**src/rtl/dq_pkg.sv**
```systemverilog
package dq_pkg;
	localparam int unsigned PADDR_W = 16;
	localparam int unsigned PDATA_W = 32;
	localparam int unsigned REG_W   = 16;
	localparam int unsigned REG_N   = 10;

	// Register indices; the byte address is four times the index.
	localparam logic [13:0] IDX_RELEASE_SLOPE = 14'h0442;
	localparam logic [13:0] IDX_COMP_KNEE     = 14'h0443;
	localparam logic [13:0] IDX_GATE_KNEE     = 14'h0444;
	localparam logic [13:0] IDX_GATE_CTRL     = 14'h0445;
	localparam logic [13:0] IDX_GAINS_FIRST   = 14'h0480;
	localparam logic [13:0] IDX_GAINS_SECOND  = 14'h0481;
	localparam logic [13:0] IDX_B1_COEF_A     = 14'h0482;
	localparam logic [13:0] IDX_B1_COEF_B     = 14'h0483;
	localparam logic [13:0] IDX_B1_COEF_PG    = 14'h0484;
	localparam logic [13:0] IDX_B2_COEF_A     = 14'h0485;

	// Slots in the register array.
	localparam int unsigned S_RELEASE = 0;
	localparam int unsigned S_KNEE    = 1;
	localparam int unsigned S_GATE    = 2;
	localparam int unsigned S_CTRL    = 3;
	localparam int unsigned S_GAINS1  = 4;
	localparam int unsigned S_GAINS2  = 5;
	localparam int unsigned S_B1A     = 6;
	localparam int unsigned S_B1B     = 7;
	localparam int unsigned S_B1PG    = 8;
	localparam int unsigned S_B2A     = 9;

	localparam logic [13:0] REG_IDX [REG_N] = '{IDX_RELEASE_SLOPE, IDX_COMP_KNEE,
		IDX_GATE_KNEE, IDX_GATE_CTRL, IDX_GAINS_FIRST, IDX_GAINS_SECOND,
		IDX_B1_COEF_A, IDX_B1_COEF_B, IDX_B1_COEF_PG, IDX_B2_COEF_A};
	localparam logic [15:0] REG_RST [REG_N] = '{16'h0000, 16'h0000, 16'h0000, 16'h0000,
		16'h6318, 16'h6300, 16'h0fca, 16'h0400, 16'h00d8, 16'h1eb5};
	// Bits that hold storage; the others read as zero.
	localparam logic [15:0] REG_MASK [REG_N] = '{16'hffff, 16'h07ff, 16'h03ff, 16'h0003,
		16'hffff, 16'hffc1, 16'hffff, 16'hffff, 16'hffff, 16'hffff};

	// Field positions.
	localparam int unsigned QRD_LSB      = 6;
	localparam int unsigned UP_LSB       = 3;
	localparam int unsigned LO_LSB       = 0;
	localparam int unsigned KIN_LSB      = 5;
	localparam int unsigned KOUT_LSB     = 0;
	localparam int unsigned GIN_LSB      = 5;
	localparam int unsigned GOUT_LSB     = 0;
	localparam int unsigned GATE_EN_BIT  = 0;
	localparam int unsigned GOUT_EN_BIT  = 1;
	localparam int unsigned B1_LSB       = 11;
	localparam int unsigned B2_LSB       = 6;
	localparam int unsigned B3_LSB       = 1;
	localparam int unsigned B4_LSB       = 11;
	localparam int unsigned B5_LSB       = 6;
	localparam int unsigned EQ_ENA_BIT   = 0;
	localparam int unsigned SHAPE_BIT    = 0;
	localparam int unsigned GAIN_W       = 5;
	localparam int unsigned BANDS        = 5;

	// Codes and level steps, levels in quarter-dB of attenuation.
	localparam logic [1:0] QRD_RSVD       = 2'h3;
	localparam logic [2:0] UP_ZERO_CODE   = 3'h5;
	localparam logic [2:0] LO_ZERO_CODE   = 3'h4;
	localparam logic [5:0] KIN_MAX_CODE   = 6'h3c;
	localparam logic [4:0] KOUT_RSVD      = 5'h1f;
	localparam logic [7:0] KNEE_STEP_QDB  = 8'h03;
	localparam logic [8:0] GATE_STEP_QDB  = 9'h006;
	localparam logic [8:0] GIN_BASE_QDB   = 9'h090;
	localparam logic [8:0] GOUT_BASE_QDB  = 9'h078;
	localparam logic [4:0] GAIN_ZERO_CODE = 5'h0c;
	localparam logic [4:0] GAIN_MAX_CODE  = 5'h18;

	// Quick-release decay per 6dB.
	localparam int unsigned CLK_PERIOD_NS = 10;
	localparam int unsigned QRD0_NS       = 725000;
	localparam int unsigned QRD1_NS       = 1450000;
	localparam int unsigned QRD2_NS       = 5800000;
endpackage

```
**src/rtl/dq_gain_map.sv**
```systemverilog
`timescale 1ns/1ps
module dq_gain_map
	import dq_pkg::*;
(
	input  wire logic [REG_W-1:0]         gains_first,  // First gain word.
	input  wire logic [REG_W-1:0]         gains_second, // Second gain word.
	output logic      [BANDS-1:0][5:0]    gain_db,      // Signed dB per band, 0 if bypassed.
	output logic                          gain_rsvd     // Some band holds a reserved code.
);
	logic [BANDS-1:0][GAIN_W-1:0] code;
	logic [BANDS-1:0]             rsvd;

	assign code[0] = gains_first[B1_LSB +: GAIN_W];
	assign code[1] = gains_first[B2_LSB +: GAIN_W];
	assign code[2] = gains_first[B3_LSB +: GAIN_W];
	assign code[3] = gains_second[B4_LSB +: GAIN_W];
	assign code[4] = gains_second[B5_LSB +: GAIN_W];

	genvar b;
	generate
		for (b = 0; b < BANDS; b++) begin : g_band
			// Code 12 is flat; a bypassed equaliser shows flat on every band.
			assign gain_db[b] = gains_first[EQ_ENA_BIT] ?
				6'({1'b0, code[b]} - {1'b0, GAIN_ZERO_CODE}) : 6'h00;
			assign rsvd[b] = code[b] > GAIN_MAX_CODE;
		end
	endgenerate

	assign gain_rsvd = |rsvd;
endmodule

```
**src/rtl/dq_drc_map.sv**
```systemverilog
`timescale 1ns/1ps
module dq_drc_map
	import dq_pkg::*;
#(
	parameter int unsigned CNT_W    = 20,
	parameter int unsigned QRD0_CYC = 72500,
	parameter int unsigned QRD1_CYC = 145000,
	parameter int unsigned QRD2_CYC = 580000
)(
	input  wire logic [REG_W-1:0] release_word, // Decay and slope word.
	input  wire logic [REG_W-1:0] knee_word,    // Compressor knee word.
	input  wire logic [REG_W-1:0] gate_word,    // Gate knee word.
	input  wire logic [REG_W-1:0] ctrl_word,    // Gate enables word.
	output logic      [CNT_W-1:0] decay_cyc,    // Quick-release cycles per 6dB.
	output logic      [2:0]       up_shift,     // Upper slope as a right shift.
	output logic                  up_zero,      // Upper slope is flat zero.
	output logic      [2:0]       lo_shift,     // Lower slope as a right shift.
	output logic                  lo_zero,      // Lower slope is flat zero.
	output logic      [7:0]       kin_qdb,      // Knee input attenuation.
	output logic      [7:0]       kout_qdb,     // Knee output attenuation.
	output logic      [8:0]       gin_qdb,      // Applied gate input threshold.
	output logic                  gin_valid,    // Gate input threshold in use.
	output logic      [8:0]       gout_qdb,     // Applied gate output level.
	output logic                  gout_valid,   // Gate output level in use.
	output logic                  drc_rsvd      // Some field holds a reserved code.
);
	logic [1:0] qrd;
	logic [2:0] up;
	logic [2:0] lo;
	logic [5:0] kin;
	logic [4:0] kout;
	logic [4:0] gin;
	logic [4:0] gout;

	assign qrd  = release_word[QRD_LSB +: 2];
	assign up   = release_word[UP_LSB +: 3];
	assign lo   = release_word[LO_LSB +: 3];
	assign kin  = knee_word[KIN_LSB +: 6];
	assign kout = knee_word[KOUT_LSB +: 5];
	assign gin  = gate_word[GIN_LSB +: 5];
	assign gout = gate_word[GOUT_LSB +: 5];

	always_comb begin
		case (qrd)
			2'h0:    decay_cyc = CNT_W'(QRD0_CYC);
			2'h1:    decay_cyc = CNT_W'(QRD1_CYC);
			2'h2:    decay_cyc = CNT_W'(QRD2_CYC);
			default: decay_cyc = CNT_W'(QRD2_CYC);
		endcase
	end

	assign up_zero  = up == UP_ZERO_CODE;
	assign up_shift = up_zero ? 3'h0 : up;
	assign lo_zero  = lo == LO_ZERO_CODE;
	assign lo_shift = lo_zero ? 3'h0 : lo;
	assign kin_qdb  = 8'(kin) * KNEE_STEP_QDB;
	assign kout_qdb = 8'(kout) * KNEE_STEP_QDB;
	assign gin_valid  = ctrl_word[GATE_EN_BIT];
	assign gin_qdb    = gin_valid ? GIN_BASE_QDB + 9'(gin) * GATE_STEP_QDB : 9'h000;
	assign gout_valid = ctrl_word[GOUT_EN_BIT];
	assign gout_qdb   = gout_valid ? GOUT_BASE_QDB + 9'(gout) * GATE_STEP_QDB : 9'h000;

	// Reserved codes are still stored; they are only flagged here.
	assign drc_rsvd = (qrd == QRD_RSVD) || (up > UP_ZERO_CODE) || (lo > LO_ZERO_CODE) ||
		(kin > KIN_MAX_CODE) || (kout == KOUT_RSVD);
endmodule

```
**src/rtl/dq_regs.sv**
```systemverilog
// How it works
// - Quick-release decay codes 0, 1 and 2 give 0.725ms, 1.45ms and 5.8ms per 6dB, code 3 is reserved, reset 0.
// - The upper slope at bits 5:3 gives 1, 1/2, 1/4, 1/8, 1/16 and 0 for codes 0 to 5, reset 0.
// - The lower slope at bits 2:0 gives 1, 1/2, 1/4, 1/8 and 0 for codes 0 to 4, reset 0.
// - The knee input level at bits 10:5 falls 0.75dB per code from 0dB to -45dB at code 60.
// - The knee output level at bits 4:0 falls 0.75dB per code from 0dB to -22.5dB at code 30.
// - The gate knee input level at bits 9:5 falls 1.5dB per code from -36dB to -82.5dB.
// - The gate knee input level is applied only while the gate enable is set.
// - The gate knee output level at bits 4:0 falls 1.5dB per code from -30dB to -76.5dB.
// - The gate knee output level is used only while the gate knee output enable is set.
// - Each of the five band gains is five bits for -12dB to +12dB in 1dB steps, reset 12.
// - Bit 0 of the first gain word puts the equaliser in the path, reset bypassed.
// - The coefficient words are full 16-bit registers each with its own non-zero reset.
`timescale 1ns/1ps
module dq_regs
	import dq_pkg::*;
#(
	parameter int unsigned DECAY_CNT_W = 20,
	parameter int unsigned QRD0_CYC    = QRD0_NS / CLK_PERIOD_NS,
	parameter int unsigned QRD1_CYC    = QRD1_NS / CLK_PERIOD_NS,
	parameter int unsigned QRD2_CYC    = QRD2_NS / CLK_PERIOD_NS
)(
	input  wire logic                   pclk,                 // Register clock.
	input  wire logic                   presetn,              // Asynchronous reset, low.
	input  wire logic                   psel,                 // APB select.
	input  wire logic                   penable,              // APB access phase.
	input  wire logic                   pwrite,               // APB write.
	input  wire logic [PADDR_W-1:0]     paddr,                // APB byte address.
	input  wire logic [PDATA_W-1:0]     pwdata,               // APB write data.
	input  wire logic [3:0]             pstrb,                // APB byte strobes.
	output logic      [PDATA_W-1:0]     prdata,               // APB read data.
	output logic                        pready,               // APB ready.
	output logic                        pslverr,              // APB error.
	output logic      [1:0]             quick_release_decay,  // Decay code.
	output logic      [DECAY_CNT_W-1:0] qr_decay_cycles,      // Decay cycles per 6dB.
	output logic      [2:0]             upper_slope,          // Upper slope code.
	output logic      [2:0]             upper_slope_shift,    // Upper slope shift.
	output logic                        upper_slope_zero,     // Upper slope is zero.
	output logic      [2:0]             lower_slope,          // Lower slope code.
	output logic      [2:0]             lower_slope_shift,    // Lower slope shift.
	output logic                        lower_slope_zero,     // Lower slope is zero.
	output logic      [5:0]             knee_in_level,        // Knee input code.
	output logic      [7:0]             knee_in_atten_qdb,    // Knee input in quarter-dB.
	output logic      [4:0]             knee_out_level,       // Knee output code.
	output logic      [7:0]             knee_out_atten_qdb,   // Knee output in quarter-dB.
	output logic                        gate_enable,          // Gate enable.
	output logic                        gate_knee_out_enable, // Gate output knee enable.
	output logic      [4:0]             gate_knee_in_level,   // Gate input code.
	output logic      [8:0]             gate_in_atten_qdb,    // Applied gate input level.
	output logic                        gate_in_valid,        // Gate input level in use.
	output logic      [4:0]             gate_knee_out_level,  // Gate output code.
	output logic      [8:0]             gate_out_atten_qdb,   // Applied gate output level.
	output logic                        gate_out_valid,       // Gate output level in use.
	output logic                        equaliser_enable,     // Equaliser in path.
	output logic                        band_one_filter_shape,// 0 shelving, 1 peak.
	output logic      [GAIN_W-1:0]      band_one_gain,        // Band one gain code.
	output logic      [GAIN_W-1:0]      band_two_gain,        // Band two gain code.
	output logic      [GAIN_W-1:0]      band_three_gain,      // Band three gain code.
	output logic      [GAIN_W-1:0]      band_four_gain,       // Band four gain code.
	output logic      [GAIN_W-1:0]      band_five_gain,       // Band five gain code.
	output logic      [BANDS-1:0][5:0]  band_gain_db,         // Applied signed gains.
	output logic      [REG_W-1:0]       band_one_coef_a,      // Band one coefficient A.
	output logic      [REG_W-1:0]       band_one_coef_b,      // Band one coefficient B.
	output logic      [REG_W-1:0]       band_one_coef_pg,     // Band one coefficient PG.
	output logic      [REG_W-1:0]       band_two_coef_a,      // Band two coefficient A.
	output logic                        reserved_code,        // Some field is reserved.
	output logic      [REG_N-1:0]       reg_written           // Pulse per written register.
);
	// A decay count that does not fit the counter width would wrap without notice.
	generate
		if (DECAY_CNT_W < 1) begin : g_bad_width
			$error("Decay width must be at least one bit");
		end
		if (QRD0_CYC < 1 || QRD0_CYC > QRD1_CYC || QRD1_CYC > QRD2_CYC) begin : g_bad_order
			$error("Decay counts must be non-zero and increasing");
		end
		if (QRD2_CYC >= (64'h1 << DECAY_CNT_W)) begin : g_bad_fit
			$error("Decay counts do not fit the decay width");
		end
	endgenerate

	typedef struct packed {
		logic [REG_N-1:0][REG_W-1:0] regs;
		logic [PDATA_W-1:0]          rdata;
		logic [REG_N-1:0]            written;
		logic [DECAY_CNT_W-1:0]      decay_cyc;
		logic [2:0]                  up_shift;
		logic                        up_zero;
		logic [2:0]                  lo_shift;
		logic                        lo_zero;
		logic [7:0]                  kin_qdb;
		logic [7:0]                  kout_qdb;
		logic [8:0]                  gin_qdb;
		logic                        gin_valid;
		logic [8:0]                  gout_qdb;
		logic                        gout_valid;
		logic [BANDS-1:0][5:0]       gain_db;
		logic                        rsvd;
	} dq_state_s;

	dq_state_s state_reg;
	dq_state_s state_next;

	logic [DECAY_CNT_W-1:0] m_decay;
	logic [2:0]             m_up_shift;
	logic                   m_up_zero;
	logic [2:0]             m_lo_shift;
	logic                   m_lo_zero;
	logic [7:0]             m_kin;
	logic [7:0]             m_kout;
	logic [8:0]             m_gin;
	logic                   m_gin_valid;
	logic [8:0]             m_gout;
	logic                   m_gout_valid;
	logic                   m_drc_rsvd;
	logic [BANDS-1:0][5:0]  m_gain_db;
	logic                   m_gain_rsvd;
	logic [REG_N-1:0]       hit;
	logic                   hit_any;
	logic [REG_W-1:0]       rd_word;
	logic [REG_W-1:0]       lane_mask;
	logic                   misaligned;
	logic                   unmapped;
	logic                   wr_access;
	logic                   rd_setup;
	logic [REG_W-1:0]       wr_word;

	// Mapping works on the stored words, so derived outputs trail a write by one cycle.
	dq_drc_map #(
		.CNT_W    (DECAY_CNT_W),
		.QRD0_CYC (QRD0_CYC),
		.QRD1_CYC (QRD1_CYC),
		.QRD2_CYC (QRD2_CYC)
	) u_drc_map (
		.release_word (state_reg.regs[S_RELEASE]),
		.knee_word    (state_reg.regs[S_KNEE]),
		.gate_word    (state_reg.regs[S_GATE]),
		.ctrl_word    (state_reg.regs[S_CTRL]),
		.decay_cyc    (m_decay),
		.up_shift     (m_up_shift),
		.up_zero      (m_up_zero),
		.lo_shift     (m_lo_shift),
		.lo_zero      (m_lo_zero),
		.kin_qdb      (m_kin),
		.kout_qdb     (m_kout),
		.gin_qdb      (m_gin),
		.gin_valid    (m_gin_valid),
		.gout_qdb     (m_gout),
		.gout_valid   (m_gout_valid),
		.drc_rsvd     (m_drc_rsvd)
	);

	dq_gain_map u_gain_map (
		.gains_first  (state_reg.regs[S_GAINS1]),
		.gains_second (state_reg.regs[S_GAINS2]),
		.gain_db      (m_gain_db),
		.gain_rsvd    (m_gain_rsvd)
	);

	// An address off a word boundary is refused even if its word index is mapped.
	assign misaligned = paddr[1:0] != 2'h0;

	genvar gi;
	generate
		for (gi = 0; gi < REG_N; gi++) begin : g_dec
			assign hit[gi] = (paddr[PADDR_W-1:2] == REG_IDX[gi]) && !misaligned;
		end
	endgenerate

	assign hit_any   = |hit;
	assign unmapped  = !hit_any;
	// Strobes 3 and 2 cover bits that no register stores.
	assign lane_mask = {{8{pstrb[1]}}, {8{pstrb[0]}}};
	// Lanes whose strobe is low keep their stored bits.
	assign wr_word   = pwdata[REG_W-1:0] & lane_mask;
	// A write lands only at the edge that closes the access phase.
	assign wr_access = psel && penable && pwrite;
	assign rd_setup  = psel && !penable;

	always_comb begin
		rd_word = '0;
		for (int i = 0; i < REG_N; i++) begin
			if (hit[i]) begin
				rd_word = rd_word | state_reg.regs[i];
			end
		end
	end

	always_comb begin
		state_next         = state_reg;
		state_next.written = '0;
		// Read data is captured in the setup cycle so it stands through the access phase.
		if (rd_setup) begin
			state_next.rdata = {{(PDATA_W-REG_W){1'b0}}, rd_word};
		end
		if (wr_access) begin
			for (int i = 0; i < REG_N; i++) begin
				if (hit[i]) begin
					// Reserved codes are stored as written.
					state_next.regs[i] = ((state_reg.regs[i] & ~lane_mask) |
						wr_word) & REG_MASK[i];
					state_next.written[i] = |lane_mask;
				end
			end
		end
		state_next.decay_cyc  = m_decay;
		state_next.up_shift   = m_up_shift;
		state_next.up_zero    = m_up_zero;
		state_next.lo_shift   = m_lo_shift;
		state_next.lo_zero    = m_lo_zero;
		state_next.kin_qdb    = m_kin;
		state_next.kout_qdb   = m_kout;
		state_next.gin_qdb    = m_gin;
		state_next.gin_valid  = m_gin_valid;
		state_next.gout_qdb   = m_gout;
		state_next.gout_valid = m_gout_valid;
		state_next.gain_db    = m_gain_db;
		state_next.rsvd       = m_drc_rsvd | m_gain_rsvd;
	end

	always_ff @(posedge pclk or negedge presetn) begin
		if (!presetn) begin
			for (int i = 0; i < REG_N; i++) begin
				state_reg.regs[i] <= REG_RST[i];
			end
			// Derived outputs reset to what the reset field values map to.
			state_reg.rdata      <= '0;
			state_reg.written    <= '0;
			state_reg.decay_cyc  <= DECAY_CNT_W'(QRD0_CYC);
			state_reg.up_shift   <= '0;
			state_reg.up_zero    <= 1'b0;
			state_reg.lo_shift   <= '0;
			state_reg.lo_zero    <= 1'b0;
			state_reg.kin_qdb    <= '0;
			state_reg.kout_qdb   <= '0;
			state_reg.gin_qdb    <= '0;
			state_reg.gin_valid  <= 1'b0;
			state_reg.gout_qdb   <= '0;
			state_reg.gout_valid <= 1'b0;
			state_reg.gain_db    <= '0;
			state_reg.rsvd       <= 1'b0;
		end else begin
			state_reg <= state_next;
		end
	end

	// The bank never stalls, so every access phase completes at once.
	assign pready  = 1'b1;
	assign pslverr = psel && penable && unmapped;
	assign prdata  = state_reg.rdata;

	assign quick_release_decay   = state_reg.regs[S_RELEASE][QRD_LSB +: 2];
	assign upper_slope           = state_reg.regs[S_RELEASE][UP_LSB +: 3];
	assign lower_slope           = state_reg.regs[S_RELEASE][LO_LSB +: 3];
	assign knee_in_level         = state_reg.regs[S_KNEE][KIN_LSB +: 6];
	assign knee_out_level        = state_reg.regs[S_KNEE][KOUT_LSB +: 5];
	assign gate_knee_in_level    = state_reg.regs[S_GATE][GIN_LSB +: 5];
	assign gate_knee_out_level   = state_reg.regs[S_GATE][GOUT_LSB +: 5];
	assign gate_enable           = state_reg.regs[S_CTRL][GATE_EN_BIT];
	assign gate_knee_out_enable  = state_reg.regs[S_CTRL][GOUT_EN_BIT];

	assign equaliser_enable      = state_reg.regs[S_GAINS1][EQ_ENA_BIT];
	assign band_one_filter_shape = state_reg.regs[S_GAINS2][SHAPE_BIT];
	assign band_one_gain         = state_reg.regs[S_GAINS1][B1_LSB +: GAIN_W];
	assign band_two_gain         = state_reg.regs[S_GAINS1][B2_LSB +: GAIN_W];
	assign band_three_gain       = state_reg.regs[S_GAINS1][B3_LSB +: GAIN_W];
	assign band_four_gain        = state_reg.regs[S_GAINS2][B4_LSB +: GAIN_W];
	assign band_five_gain        = state_reg.regs[S_GAINS2][B5_LSB +: GAIN_W];

	assign band_one_coef_a       = state_reg.regs[S_B1A];
	assign band_one_coef_b       = state_reg.regs[S_B1B];
	assign band_one_coef_pg      = state_reg.regs[S_B1PG];
	assign band_two_coef_a       = state_reg.regs[S_B2A];

	assign qr_decay_cycles    = state_reg.decay_cyc;
	assign upper_slope_shift  = state_reg.up_shift;
	assign upper_slope_zero   = state_reg.up_zero;
	assign lower_slope_shift  = state_reg.lo_shift;
	assign lower_slope_zero   = state_reg.lo_zero;
	assign knee_in_atten_qdb  = state_reg.kin_qdb;
	assign knee_out_atten_qdb = state_reg.kout_qdb;
	assign gate_in_atten_qdb  = state_reg.gin_qdb;
	assign gate_in_valid      = state_reg.gin_valid;
	assign gate_out_atten_qdb = state_reg.gout_qdb;
	assign gate_out_valid     = state_reg.gout_valid;
	assign band_gain_db       = state_reg.gain_db;
	assign reserved_code      = state_reg.rsvd;
	assign reg_written        = state_reg.written;
endmodule

```
**config.mk**
```make
export PLATFORM = sky130hd
export DESIGN_NAME = dq_regs
export DESIGN_NICKNAME = d
export VERILOG_FILES = /design/src/rtl/dq_pkg.sv /design/src/rtl/dq_gain_map.sv /design/src/rtl/dq_drc_map.sv /design/src/rtl/dq_regs.sv
export SDC_FILE = /design/constraint.sdc
export NUM_CORES = 1
export LEC_CHECK = 0
export BUFFER_PORTS_ARGS = -buffer_cell sky130_fd_sc_hd__buf_2
export CAP_MARGIN = 20
export CORE_UTILIZATION = 50
export DETAILED_ROUTE_END_ITERATION = 7
export PLACE_DENSITY = 0.74
export REMOVE_ABC_BUFFERS = 1
export SLEW_MARGIN = 20
export SYNTH_ARGS = -nofsm -noshare
export SYNTH_HDL_FRONTEND = slang
export SYNTH_HIERARCHICAL = 1
export SYNTH_SLANG_ARGS = --single-unit
```
**constraint.sdc**
```tcl
create_clock -name pclk -period 2.2 [get_ports pclk]
set_input_delay 0.44 -clock pclk [delete_from_list [all_inputs] [get_ports pclk]]
set_output_delay 0.44 -clock pclk [all_outputs]
set_load 0.05 [all_outputs]
```
==> results of run 1 <==
[final timing paths]
kind	slack, ns	endpoint	from	cells after the start
max	0.02	pslverr	paddr[0]	6
min	0.24	register	pwdata[14]	2
max reg2reg	0.24	gate_out_atten_qdb[6]$_DFF_PN0_	register	7
min reg2reg	0.47	prdata[2]$_DFFE_PN0P_	prdata[2]$_DFFE_PN0P_	1
max in group asynchronous	1.08	qr_decay_cycles[1]$_DFF_PN0_	presetn	3
min in group asynchronous	0.40	qr_decay_cycles[3]$_DFF_PN0_	presetn	2
[power groups by stage]
stage	combinational [mW]	sequential, mW	clock (mW)
floorplan	0.143	4.89	0
global placement	0.576	4.76	0
detailed placement	0.583	4.76	0
CTS	0.597	4.68	4.97
global route	0.637	4.68	5.16
finish	0.595	4.68	4.89
[per-stage QoR]
stage / std cells / util (%) / hold WS (ns) / setup slack, ns / instance area (um2)
finish: 1598 / 58.6 / 0.243 / 0.0192 / 14900
global placement: 1544 / 54.4 / 0.356 / -0.474 / 13800
floorplan: 812 / - / 0.144 / -0.940 / 10900
detailed placement: 1544 / 54.4 / 0.353 / -0.469 / 13800
global route: 1598 / 58.6 / 0.241 / 0.00707 / 14900
CTS: 1598 / 58.6 / 0.220 / -0.00216 / 14900
[logic make-up after synthesis]
group	count (synthesis)
compound gates	128
xor+xnor	19
fa+ha+maj	40
buf+inv	337
flops	251
mux	132
other cells	4
simple gates	186
[repair_timing]
action,in CTS,in global routing
hold buffers,1,0
endpoints found under the hold margin,27,0
endpoints found under the setup margin,1,36
pin swaps,5,5
resized for setup,11,5
setup buffers,6,0
[area by class of cell]
cell class,instances,area [um2]
fill,2112,10500
sequential,251,6330
clock inverter,7,164
tap,330,413
inverter,31,116
multi-input combinational,530,4530
antenna,1,2.50
clock buffer,42,802
timing repair buffer,406,2520
[placed cells by master, fill, tap and decap left out, types with 5 or more instances in the layout]
cell / instances
clkbuf_8: 7
nor4_2: 11
nand2b_1: 5
clkbuf_1: 8
xor2_1: 9
buf_12: 12
mux2_2: 129
bufinv_16: 5
nor2b_1: 15
a221oi_1: 7
nor4_4: 6
a21o_1: 7
dfstp_2: 40
nor2_4: 5
inv_1: 31
and2_1: 16
a22oi_1: 29
a22o_1: 6
conb_1: 25
buf_2: 279
xnor2_1: 10
dfrtp_1: 211
nor2_1: 44
buf_4: 110
clkbuf_16: 27
nor4_1: 5
a211oi_1: 7
and3_1: 7
ha_1: 36
o21ai_0: 6
a222oi_1: 12
a31oi_1: 13
a21boi_0: 5
nand2_1: 21
a21oi_1: 16
[metal layers]
| layer | GRT usage (%) | wire length [um] |
|---|---|---|
| met2 | 40.4 | 15900 |
| met1 | 32.9 | 14000 |
| met3 | 5.78 | 2700 |
| met5 | 0 | 0 |
| met4 | 10.5 | 1310 |
[worst max-delay path, stage by stage]
cell and delay, ns:
buf_2 0.11, or4_4 0.57, buf_4 0.22, nor2_4 0.10
a31oi_1 0.09, buf_4 0.21
==> summary.txt, run 1 <==
Yosys
  – Yosys top cell by area: dfrtp_1
  – Cells after Synth: 1,097
  – Post-synthesis adder-cell area fraction: 4.06%
  – Count of warnings emitted by yosys: 6
  – Mux cell area share after synthesis: 11.3%
  – Most common cell in the netlist: buf_4
  – Commonest cells in the netlist: buf_4, dfrtp_1, mux2_2, nor2_1, dfstp_2
  – Yosys reg bits: 251
  – Asr flop ratio synth: 100%
  – Main flop type after synthesis: dfrtp_1
  – Post-Synth Simple-Gate Area: 9.63%
  – EDFF count, synth: 0
  – Seq/Total Area, Yosys: 48.4%
  – Synth top area cells: dfrtp_1, buf_4, mux2_2
  – Number of distinct library cells after synthesis: 71
  – Post-synth top area share: 40.4%
  – Synthesized area: 0.0131 mm2
  – Post-synthesis compound-gate area fraction: 7.28%
  – Largest family of logic cells by synthesized area: buffers and inverters
  – Syn avg cell area: 11.9 um2
  – Xor and xnor area share after synthesis: 1.27%

Timing
  – Skew final: 0.0126 ns
  – Final period util: 99.1%
  – Fin. max-slew vios: 0
  – Setup TNS: 0 ns
  – Period minus WS final: 2.18 ns
  – Final hold vios: 0
  – Endpoints failing setup: 0
  – RSZ-0062 raised after global routing: false
  – Relative slew slack: 48.1%
  – Fmax achieved: 459 MHz
  – Worst-Margin Slew: 0.778 ns

Route
  – Initial DRC Count: 603
  – Vias per cell: 5.34
  – DRC: 0
  – Wire length per cell: 21.2 um
  – Drt pass-1 iters: 5
  – Routed WL: 33,900 um
  – Vias: 8,539
  – ANT nets after route: 0

Clock network
  – CTS Buffer Depth: 3
  – Clock transition at path regs: 0.06 ns
  – CTS root buf: clkbuf_16
  – TritonCTS clock tree: yes
  – CTS H-tree depth: 1
  – Number of CTS-inserted buffers: 27
  – Clock Latency Late Sink: 0.53 ns
  – CTS Sinks: 251

Pwr
  – Pwr/cell area: 683 mW/mm2
  – Internal: 7.88 mW
  – Sequential power share: 46.0%
  – Clock power share: 48.1%
  – Comb power frac: 5.9%
  – Switching Power: 2.29 mW
  – Maximum vdd drop: 0.000534 V
  – Tot Pwr: 10.2 mW
  – Leak: 7.90 nW
  – Switching Fraction: 22.5%

Worst setup path
  – CP arrival: 1.74 ns
  – Critical path class: in2out
  – Required @ worst endpoint: 1.76 ns
  – Crit end category: primary output
  – CP max FO: 9
  – Startpoint types: primary input

Place
  – I/O Buffers: 282
  – Routability cong.: 0.891
  – Post-detail-place hpwl: 25,400 um

Finish
  – Layout net count: 1,344
  – Share of layout cells above drive strength 1: 51.9%
  – Layout Area Growth over Synthesis: 13.8%

Floorplanning
  – FP Rows: 58
  – Initial Util: 51.5%
  – Die X: 164 um
  – Placeable Area: 0.0254 mm2
  – DIE AREA: 0.0268 mm2
  – I/O pins: 318
  – Die height: 164 um

Run status
  – Status: completed

GRT
  – Initial antenna violation count: 1
  – First-pass GRT wire length: 50,800 um
  – GRT Total Usage: 25.2%
  – Largest net degree at the start of global routing: 57
  – GR Overflow Total: 0
  – Vias in the first global route: 8,606

Run
  – MaxCap Viol Count: 0

Hold path
  – HP Class: in2reg
(Power assumes the default switching activity.)
==> run 2: changes to the inputs <==
PLACE_DENSITY = 0.75   (was 0.74)
SETUP_SLACK_MARGIN = 0.5   (was unset)
==> summary.txt, run 2 (synthesis gave the netlist of run 1 again) <==
Run status
  – Status: complete, but fails checks
  – Failing checks: negative setup slack

Clock network
  – CTS Sinks: 251
  – CTS H-tree depth: 1
  – CTS root buf: clkbuf_16
  – Clock Latency Late Sink: 0.54 ns
  – Number of CTS-inserted buffers: 27
  – Clock transition at path regs: 0.06 ns
  – TritonCTS clock tree: yes
  – CTS Buffer Depth: 3

Route
  – ANT nets after route: 0
  – DRC: 0
  – Initial DRC Count: 1,066
  – Routed WL: 45,800 um
  – Wire length per cell: 26.9 um
  – Drt pass-1 iters: 8
  – Vias: 10,222
  – Vias per cell: 5.99

Finish
  – Layout Area Growth over Synthesis: 36.7%
  – Most frequent cells in the layout: buf_2, buf_4, dfrtp_1, mux2_4, buf_6
  – Fillers: 1,576
  – Fin util: 70.4%
  – Layout net count: 1,450
  – Share of layout cells above drive strength 1: 64.8%
  – Most common cell after layout, fill and taps aside: buf_2
  – Final Cell Area: 0.0179 mm2

Worst setup path
  – CP max FO: 7
  – Crit end category: primary output
  – Critical path class: in2out
  – CP arrival: 1.81 ns
  – Startpoint types: primary input
  – Required @ worst endpoint: 1.76 ns

Place
  – I/O Buffers: 282
  – Routability cong.: 0.861
  – Post-DP Area: 0.0138 mm2
  – Post-detail-place hpwl: 25,500 um

Timing
  – Final hold vios: 0
  – Skew final: 0.0188 ns
  – RSZ-0062 raised after global routing: true
  – Fmax achieved: 445 MHz
  – Endpoints failing setup: 5
  – Setup TNS: -0.129 ns
  – Fin worst setup slack: -0.0465 ns
  – Final period util: 102%
  – Relative slew slack: 13.4%
  – Worst-Margin Slew: 1.29 ns
  – Period minus WS final: 2.25 ns
  – Fin. max-slew vios: 0

GRT
  – GR Overflow Total: 0
  – Vias in the first global route: 9,886
  – First-pass GRT wire length: 59,600 um
  – GRT Total Usage: 29.6%
  – Largest net degree at the start of global routing: 72
  – Initial antenna violation count: 3

Floorplanning
  – DIE AREA: 0.0268 mm2
  – Die X: 164 um
  – I/O pins: 318
  – Die height: 164 um
  – FP Rows: 58
  – Placeable Area: 0.0254 mm2
  – Initial Util: 51.5%

Hold path
  – HP Class: in2reg

Pwr
  – Tot Pwr: 10.4 mW
  – Pwr/cell area: 584 mW/mm2
  – Leak: 8.97 nW
  – Maximum vdd drop: 0.000538 V

Run
  – MaxCap Viol Count: 0
[run 2: cell count changes in the layout (fill, tap and decap cells not counted), moves of 33 or more]
cell	change
buf_2	-97
dfrtp_2	+33
buf_8	+47
buf_4	+70
mux2_4	+122
buf_6	+68
mux2_2	-122
dfrtp_1	-33
[run 2: path summary, 6_finish.rpt]
kind / endpoint / slack [ns] / cells after the start / from
max in group asynchronous: asynchronous set/reset pin / 0.95 / 3 / presetn
hold / removal: register / 0.27 / 2 / pwdata[11]
setup reg to reg: gate_out_atten_qdb[7]$_DFF_PN0_ / 0.25 / 7 / register
min in group asynchronous: asynchronous set/reset pin / 0.47 / 2 / presetn
hold reg to reg: lower_slope_shift[1]$_DFF_PN0_ / 0.48 / 0 / register
setup / recovery: pslverr / -0.05 / 8 / paddr[4]
[run 2: metrics by stage]
stage	hold WS (ns)	instances	setup WS, ns
3_5_place_dp	0.470	1544	-0.524
2_1_floorplan	0.144	812	-0.940
3_3_place_gp	0.456	1544	-0.541
5_1_grt	0.255	1704	-0.0615
4_1_cts	0.252	1668	0.0432
6_report	0.266	1706	-0.0465
[run 2: critical path, stage by stage]
cell	delay (ns)
buf_2	0.14
buf_4	0.15
buf_4	0.14
buf_4	0.14
buf_4	0.15
a21oi_1	0.32
a31oi_4	0.14
buf_6	0.18
[run 2: repair_timing]
| action | 4_1_cts | 5_1_grt |
|---|---|---|
| pin swaps | 52 | 62 |
| resized for setup | 403 | 199 |
| endpoints found under the hold margin | 54 | 0 |
| hold buffers | 1 | 0 |
| buffers inserted | 73 | 35 |
| setup endpoints to repair | 256 | 234 |
| cloned | 1 | 0 |
[run 2: cell type report]
cell class | count | area [um2] | share of cell area [%]
Clock buffer | 36 | 749 | 4.19
Tap cell | 330 | 413 | 2.31
Inverter | 31 | 116 | 0.651
Multi-Input combinational cell | 530 | 5670 | 31.7
Clock inverter | 13 | 221 | 1.24
Sequential cell | 251 | 6370 | 35.6
Timing Repair Buffer | 512 | 4330 | 24.2
Antenna cell | 3 | 7.51 | 0.0420
[run 2: power by group]
part	switching (mW)	internal, mW	total, mW
combinational	0.519	0.188	0.707
sequential	0.0217	4.66	4.68
clock	1.97	3.09	5.06
total	2.51	7.94	10.4
[run 2: metal layers]
layer	track usage, %	wire [um]	part of all wire (%)	vias to the layer above
met4	14.8	3060	6.7	0
met5	0	0	0	-
met2	47.7	21200	46	830
met3	7.60	4550	9.9	258
met1	36.9	17000	37	5107
li1	-	-	-	4027
